## src/hw/pdcr_cfg.svh

```systemverilog
`ifndef PDCR_CFG_SVH
`define PDCR_CFG_SVH

// ****************************************
// Register byte offsets
// ****************************************
`define PDCR_ADDR_W 12
`define PDCR_CAP_OFF 12'h0E4
`define PDCR_LAT_OFF 12'h0F0
`define PDCR_STAT_OFF 12'h0F4

// ****************************************
// Capability word field positions
// ****************************************
`define PDCR_MPS_LSB 0
`define PDCR_MPS_MSB 2
`define PDCR_PHF_LSB 3
`define PDCR_PHF_MSB 4
`define PDCR_ETAG_BIT 5
`define PDCR_L0S_LSB 6
`define PDCR_L0S_MSB 8
`define PDCR_L1_LSB 9
`define PDCR_L1_MSB 11
`define PDCR_ABP_BIT 12
`define PDCR_AIP_BIT 13
`define PDCR_PIP_BIT 14
`define PDCR_RBER_BIT 15
`define PDCR_RSV0_LSB 16
`define PDCR_RSV0_MSB 17
`define PDCR_SPLV_LSB 18
`define PDCR_SPLV_MSB 25
`define PDCR_SPLS_LSB 26
`define PDCR_SPLS_MSB 27
`define PDCR_RSV1_LSB 28
`define PDCR_RSV1_MSB 31

// ****************************************
// Latency config register layout
// ****************************************
`define PDCR_CFG_L0S_LSB 0
`define PDCR_CFG_L0S_MSB 2
`define PDCR_CFG_L1_LSB 3
`define PDCR_CFG_L1_MSB 5

// ****************************************
// Status register layout
// ****************************************
`define PDCR_STAT_CNT_LSB 0
`define PDCR_STAT_CNT_MSB 7
`define PDCR_STAT_EE_BIT 8

// ****************************************
// Reset and hardwired values
// ****************************************
`define PDCR_MPS_VAL 3'h0
`define PDCR_PHF_VAL 2'h0
`define PDCR_BIT0_VAL 1'h0
`define PDCR_LAT_RST 3'h0
`define PDCR_RBER_RST 1'h1
`define PDCR_SPLV_RST 8'h00
`define PDCR_SPLS_RST 2'h0
`define PDCR_CAP_RST 32'h0000_8000
`define PDCR_CNT_RST 8'h00

`endif

```

## src/hw/pdcr_pkg.sv

```systemverilog
package pdcr_pkg;
    typedef logic [31:0] pdcr_word_t;
    typedef logic [11:0] pdcr_addr_t;
    typedef enum logic [1:0] {
        PDCR_IDLE = 2'b00,
        PDCR_RESP = 2'b01
    } pdcr_state_t;
endpackage

```

## src/hw/pdcr_capture.sv

```systemverilog
`timescale 1ns/100ps
`include "pdcr_cfg.svh"

module pdcr_capture (
    input wire logic sys_clk_i,
    input wire logic rst_i,
    input wire logic spl_msg_valid_i,
    input wire logic [7:0] spl_msg_value_i,
    input wire logic [1:0] spl_msg_scale_i,
    input wire logic ee_load_valid_i,
    input wire logic ee_rber_i,
    output logic [7:0] spl_value_o,
    output logic [1:0] spl_scale_o,
    output logic rber_o,
    output logic [7:0] msg_count_o,
    output logic ee_loaded_o
);
    import pdcr_pkg::*;

    // ****************************************
    // Slot power limit capture
    // ****************************************
    always_ff @(posedge sys_clk_i or posedge rst_i) begin
        if (rst_i) begin
            spl_value_o <= `PDCR_SPLV_RST;
            spl_scale_o <= `PDCR_SPLS_RST;
        end else if (spl_msg_valid_i) begin
            spl_value_o <= spl_msg_value_i;
            spl_scale_o <= spl_msg_scale_i;
        end
    end

    always_ff @(posedge sys_clk_i or posedge rst_i) begin
        if (rst_i) begin
            msg_count_o <= `PDCR_CNT_RST;
        end else if (spl_msg_valid_i) begin
            msg_count_o <= msg_count_o + 8'h01;
        end
    end

    // ****************************************
    // EEPROM override of error reporting bit
    // ****************************************
    always_ff @(posedge sys_clk_i or posedge rst_i) begin
        if (rst_i) begin
            rber_o <= `PDCR_RBER_RST;
            ee_loaded_o <= 1'b0;
        end else if (ee_load_valid_i) begin
            rber_o <= ee_rber_i;
            ee_loaded_o <= 1'b1;
        end
    end
endmodule // pdcr_capture

```

## src/hw/pdcr_top.sv

```systemverilog
// Function
// - Phantom function field, bits 4:3, always reads zero.
// - Extended tag bit 5 and indicator bits 12 to 14 read zero.
// - L0s latency bits 8:6 and L1 latency bits 11:9 reset to zero.
// - Error reporting bit 15 resets to one; EEPROM load may replace it.
// - Slot power value, bits 25:18, latched from each limit message.
// - Slot power scale, bits 27:26, latched from the same message.
//
// Our own choices: the register addresses and the APB interface to the registers.
`timescale 1ns/100ps
`include "pdcr_cfg.svh"

module pdcr_top (
    input wire logic sys_clk_i,
    input wire logic rst_i,
    input wire logic psel,
    input wire logic penable,
    input wire logic pwrite,
    input wire pdcr_pkg::pdcr_addr_t paddr,
    input wire pdcr_pkg::pdcr_word_t pwdata,
    output pdcr_pkg::pdcr_word_t prdata,
    output logic pready,
    output logic pslverr,
    input wire logic spl_msg_valid_i,
    input wire logic [7:0] spl_msg_value_i,
    input wire logic [1:0] spl_msg_scale_i,
    input wire logic ee_load_valid_i,
    input wire logic ee_rber_i,
    output pdcr_pkg::pdcr_word_t cap_word_o,
    output logic [7:0] spl_value_o,
    output logic [1:0] spl_scale_o
);
    import pdcr_pkg::*;

    pdcr_state_t st_r;
    logic [2:0] l0s_lat_r;
    logic [2:0] l1_lat_r;
    logic [7:0] cap_value;
    logic [1:0] cap_scale;
    logic cap_rber;
    logic [7:0] msg_count;
    logic ee_loaded;
    pdcr_word_t cap_nxt;
    pdcr_word_t rd_nxt;
    logic access;
    logic commit;

    // ****************************************
    // Helper functions
    // ****************************************
    function automatic pdcr_word_t build_cap(
        input logic [2:0] l0s,
        input logic [2:0] l1,
        input logic rber,
        input logic [7:0] splv,
        input logic [1:0] spls
    );
        pdcr_word_t w;
        w = 32'h0000_0000;
        w[`PDCR_MPS_MSB:`PDCR_MPS_LSB] = `PDCR_MPS_VAL;
        w[`PDCR_PHF_MSB:`PDCR_PHF_LSB] = `PDCR_PHF_VAL;
        w[`PDCR_ETAG_BIT] = `PDCR_BIT0_VAL;
        w[`PDCR_L0S_MSB:`PDCR_L0S_LSB] = l0s;
        w[`PDCR_L1_MSB:`PDCR_L1_LSB] = l1;
        w[`PDCR_ABP_BIT] = `PDCR_BIT0_VAL;
        w[`PDCR_AIP_BIT] = `PDCR_BIT0_VAL;
        w[`PDCR_PIP_BIT] = `PDCR_BIT0_VAL;
        w[`PDCR_RBER_BIT] = rber;
        w[`PDCR_SPLV_MSB:`PDCR_SPLV_LSB] = splv;
        w[`PDCR_SPLS_MSB:`PDCR_SPLS_LSB] = spls;
        return w;
    endfunction

    function automatic logic is_mapped(input pdcr_addr_t a);
        logic hit;
        hit = 1'b0;
        if (a == `PDCR_CAP_OFF) begin
            hit = 1'b1;
        end else if (a == `PDCR_LAT_OFF) begin
            hit = 1'b1;
        end else if (a == `PDCR_STAT_OFF) begin
            hit = 1'b1;
        end
        return hit;
    endfunction

    // ****************************************
    // Captured and loaded fields
    // ****************************************
    pdcr_capture u_capture (
        .sys_clk_i(sys_clk_i),
        .rst_i(rst_i),
        .spl_msg_valid_i(spl_msg_valid_i),
        .spl_msg_value_i(spl_msg_value_i),
        .spl_msg_scale_i(spl_msg_scale_i),
        .ee_load_valid_i(ee_load_valid_i),
        .ee_rber_i(ee_rber_i),
        .spl_value_o(cap_value),
        .spl_scale_o(cap_scale),
        .rber_o(cap_rber),
        .msg_count_o(msg_count),
        .ee_loaded_o(ee_loaded)
    );

    assign cap_nxt = build_cap(l0s_lat_r, l1_lat_r, cap_rber,
                               cap_value, cap_scale);

    // ****************************************
    // Capability word outputs
    // ****************************************
    always_ff @(posedge sys_clk_i or posedge rst_i) begin
        if (rst_i) begin
            cap_word_o <= `PDCR_CAP_RST;
            spl_value_o <= `PDCR_SPLV_RST;
            spl_scale_o <= `PDCR_SPLS_RST;
        end else begin
            cap_word_o <= cap_nxt;
            spl_value_o <= cap_value;
            spl_scale_o <= cap_scale;
        end
    end

    // ****************************************
    // APB slave
    // ****************************************
    assign access = psel & penable;
    assign commit = access & (st_r == PDCR_RESP);

    always_comb begin
        rd_nxt = 32'h0000_0000;
        if (paddr == `PDCR_CAP_OFF) begin
            rd_nxt = cap_nxt;
        end else if (paddr == `PDCR_LAT_OFF) begin
            rd_nxt[`PDCR_CFG_L0S_MSB:`PDCR_CFG_L0S_LSB] = l0s_lat_r;
            rd_nxt[`PDCR_CFG_L1_MSB:`PDCR_CFG_L1_LSB] = l1_lat_r;
        end else if (paddr == `PDCR_STAT_OFF) begin
            rd_nxt[`PDCR_STAT_CNT_MSB:`PDCR_STAT_CNT_LSB] = msg_count;
            rd_nxt[`PDCR_STAT_EE_BIT] = ee_loaded;
        end
    end

    always_ff @(posedge sys_clk_i or posedge rst_i) begin
        if (rst_i) begin
            st_r <= PDCR_IDLE;
        end else begin
            case (st_r)
                PDCR_IDLE: begin
                    if (access) begin
                        st_r <= PDCR_RESP;
                    end
                end
                PDCR_RESP: begin
                    st_r <= PDCR_IDLE;
                end
                default: begin
                    st_r <= PDCR_IDLE;
                end
            endcase
        end
    end

    always_ff @(posedge sys_clk_i or posedge rst_i) begin
        if (rst_i) begin
            pready <= 1'b0;
            pslverr <= 1'b0;
            prdata <= 32'h0000_0000;
        end else if (st_r == PDCR_IDLE && access) begin
            pready <= 1'b1;
            pslverr <= ~is_mapped(paddr);
            prdata <= pwrite ? 32'h0000_0000 : rd_nxt;
        end else begin
            pready <= 1'b0;
            pslverr <= 1'b0;
            prdata <= 32'h0000_0000;
        end
    end

    // ****************************************
    // Latency config register
    // ****************************************
    // Capability word offset has no write path at all
    always_ff @(posedge sys_clk_i or posedge rst_i) begin
        if (rst_i) begin
            l0s_lat_r <= `PDCR_LAT_RST;
            l1_lat_r <= `PDCR_LAT_RST;
        end else if (commit && pwrite && paddr == `PDCR_LAT_OFF) begin
            l0s_lat_r <= pwdata[`PDCR_CFG_L0S_MSB:`PDCR_CFG_L0S_LSB];
            l1_lat_r <= pwdata[`PDCR_CFG_L1_MSB:`PDCR_CFG_L1_LSB];
        end
    end
endmodule // pdcr_top

```

## config.mk

```make
export PLATFORM = sky130hd
export DESIGN_NAME = pdcr_top
export DESIGN_NICKNAME = d
export VERILOG_FILES = /design/src/hw/pdcr_pkg.sv /design/src/hw/pdcr_capture.sv /design/src/hw/pdcr_top.sv
export VERILOG_INCLUDE_DIRS = /design/src /design/src/hw
export SDC_FILE = /design/constraint.sdc
export NUM_CORES = 1
export LEC_CHECK = 0
export ABC_AREA = 1
export ABC_CLOCK_PERIOD_IN_PS = 5940
export BUFFER_PORTS_ARGS = -buffer_cell sky130_fd_sc_hd__buf_2
export CORE_MARGIN = 2
export CORE_UTILIZATION = 39
export CTS_CLUSTER_DIAMETER = 40
export CTS_CLUSTER_SIZE = 24
export DETAILED_ROUTE_END_ITERATION = 12
export GPL_TIMING_DRIVEN = 0
export PLACE_DENSITY = 0.74
export SYNTH_ARGS = -nofsm -noshare
export SYNTH_HDL_FRONTEND = slang
export SYNTH_SLANG_ARGS = --single-unit
```

## constraint.sdc

```tcl
create_clock -name sys_clk_i -period 5.94 [get_ports sys_clk_i]
set_input_delay 1.188 -clock sys_clk_i [delete_from_list [all_inputs] [get_ports sys_clk_i]]
set_output_delay 1.188 -clock sys_clk_i [all_outputs]
set_load 0.02 [all_outputs]
```

==> reports/qor.yml <==
antenna_found_initial: 0
finalInstanceArea_sq_um: 4040
hpwl_um: 4530
top_layer: "met4"
dp_slack_ns: 3.74
setup_tns_ns: 0
grtUsageTotal_pct: 14.1
wl_met3_um: 539
clk_pin_slew_worst_paths_ns: 0.07
ys_top_cells_by_area: "dfrtp_1 53%, buf_4 8.4%, inv_1 6.1%, nand2_1 6.0%, nor3_2 4.5%"
r2r-end: "prdata[24]"
cts_made_buffers: 9
cts_resized: 0
yosysTopAreaCell: "dfrtp_1"
first_pass_iters: 4
clockBufferDepth: 2
synth-edff-count: 0
vias: 2289
root_buffer: "clkbuf_8"
max_freq_mhz: 459
path_cells: "buf_2"
required_ns: 4.75
hold_start: "u_capture.rber_o"
synth-seq-area-share_pct: 55.1
ys_seq_elements: 69
reg2reg_slack_ns: 4.73
rows: 32
die_x_um: 93.7
cts_tree: "yes"
critPathKind: "flip-flop to output port"
total_power_mw: 1.13
outcome: "complete, no violations"
period_needed_ns: 2.18
ff2ff_path_depth: 6
fill_cells: 711
route.detailed.drc: 0
final_nets: 498
cp_max_fo: 1
setup_slack_ns: 3.76
postRouteWirelength_um: 5870
cpLargestDelayFamily: "flip-flops"
cp_slowest_cell: "dfstp_2"
fin_crit_sh_pct: 36.7
post_cts_buffers: 0
ant_nets: 0
slew_headroom_pct: 54.1
dr_wl_met2_um: 2740
setup_viol: 0
synth.cell_area_sq_um: 3140
synth.distinct_cells: 29
hold_class: "flip-flop to flip-flop"
die-area_sq_um: 8780
grt_max_degree: 37
fin_skew_ns: 0.00532
first_iter_violations: 93
yosys_most_used_dff: "dfrtp_1"
dp_cells: 526
drv_cap: 0
synth_area_per_cell_sq_um: 10.0
worstMarginPinSlew_ns: 0.688
holdPathStages: 0
cp_slowest_stage_delay_ns: 0.51
cts_sinks: 69
initial_core_util_pct: 40.4
whs_endpoint: "cap_word_o[15]"
cts-hold-fix-buffers: 0
clk_latency_ns: 0.33
ios: 138
first_global_vias: 2115
viasPerCell: 4.22
grt_pass1_wl_um: 9560
die_h_um: 93.7
drive_gt1_share_pct: 44.5
start_kind: "flip-flop"
syn-instance-count: 314
yosys_warnings: 0
worstSetupStartpoint: "cap_word_o[15]"
wl_met1_um: 2470
htreeDepth: 3
crit_arrival_ns: 0.99
place_area_sq_um: 3800
rsz0062_at_grt: "false"
path_buf_inv: 1
gp_congestion: 0.817
layout-area-overhead-vs-synth_pct: 28.6
endpoint_kind: "output port"
maxSlewViolCount: 0
r2r_start: "st_r[0]"
grt-ovfl-total: 0
yosysTopAreaCellShare_pct: 53.4
diodes: 0
synthArstFlopShare_pct: 100
synth_top_cells_by_count: "67 x dfrtp_1, 51 x inv_1, 50 x nand2_1"
synth_most_common_cell: "dfrtp_1"
wl_per_cell_um: 10.8
hold_viol_final: 0
core_region_area_sq_um: 7770
p_leak_nw: 2.27
ir_worst_vdd_uv: 106
p_per_area_nw_per_um2: 280
final_cells: 542
portBuffers: 86
==> metrics by stage <==
stage          hold WS [ns]  utilization [%]
3_5_place_dp          0.356             49.0
3_3_place_gp          0.355             48.7
2_1_floorplan         0.354                -
6_report              0.366             52.0
4_1_cts               0.367             52.0
5_1_grt               0.375             52.0
==> final cells by class <==
class	count	area (sq um)	area share, %
Sequential cell	69	1730	42.8
Multi-Input combinational cell	171	952	23.6
Timing Repair Buffer	87	450	11.2
Buffer	44	343	8.49
Inverter	53	201	4.99
Clock buffer	11	151	3.75
Tap cell	102	128	3.16
Clock inverter	5	82.6	2.05
==> cells in the final DEF (no fill, tap or decap), types with 5 or more instances in the layout <==
cell type,netlist,final
nand2_1,50,50
xor2_1,6,6
o21ai_2,6,6
nor2_2,14,14
buf_2,0,86
dfrtp_1,67,67
nand3_1,21,21
conb_1,1,24
o21ai_0,12,12
nand2_2,5,5
nor2_1,8,8
buf_6,6,6
buf_4,35,35
inv_1,51,50
nor3_2,14,14
clkbuf_8,0,11
==> layer usage <==
| layer | GRT usage, % | vias to the layer above |
|---|---|---|
| met5 | 0 | - |
| met4 | 5.56 | 0 |
| met3 | 5.30 | 13 |
| met2 | 22.7 | 110 |
| met1 | 17.3 | 1026 |
| li1 | - | 1140 |
==> cells by family (layout without fill, tap and decap cells) <==
family	after synthesis	after routing	share of synthesized area (%)
AND/OR/NAND/NOR	120	120	21.2
buffers and inverters	97	200	17.3
flip-flops	69	69	55.1
AO/OA/AOI/OAI	18	18	3.59
XOR/XNOR	7	7	1.95
adder cells (fa/ha/maj)	1	1	0.399
other	1	24	0.119
multiplexers	1	1	0.359
==> how the worst max path moves through the flow <==
stage | end | slack [ns] | depth (start not counted)
detailed placement | prdata[1] | 3.74 | 9
finish | cap_word_o[15] | 3.76 | 1
global placement | cap_word_o[6] | 2.32 | 2
global route | spl_value_o[1] | 3.70 | 2
CTS | cap_word_o[15] | 3.73 | 1
floorplan | cap_word_o[10] | 3.02 | 1
==> power by group <==
part / internal (mW) / total (mW) / leakage (nW) / switching [mW]
combinational: 0.0679 / 0.164 / 1.26 / 0.0956
clock: 0.260 / 0.424 / 0.120 / 0.164
sequential: 0.510 / 0.543 / 0.891 / 0.0335
total: 0.838 / 1.13 / 2.27 / 0.293
==> state kept, by name (all words and copies together), names as in the netlist <==
register and count:
u_capture.msg_count_o 8, u_capture.rber_o 1, pslverr 1, u_capture.ee_loaded_o 1, spl_scale_o 1, prdata 23, st_r 1, l1_lat_r 3
cap_word_o 9, pready 1, spl_value_o 7, u_capture.spl_scale_o 2, l0s_lat_r 3, u_capture.spl_value_o 8
(Power assumes the default switching activity.)
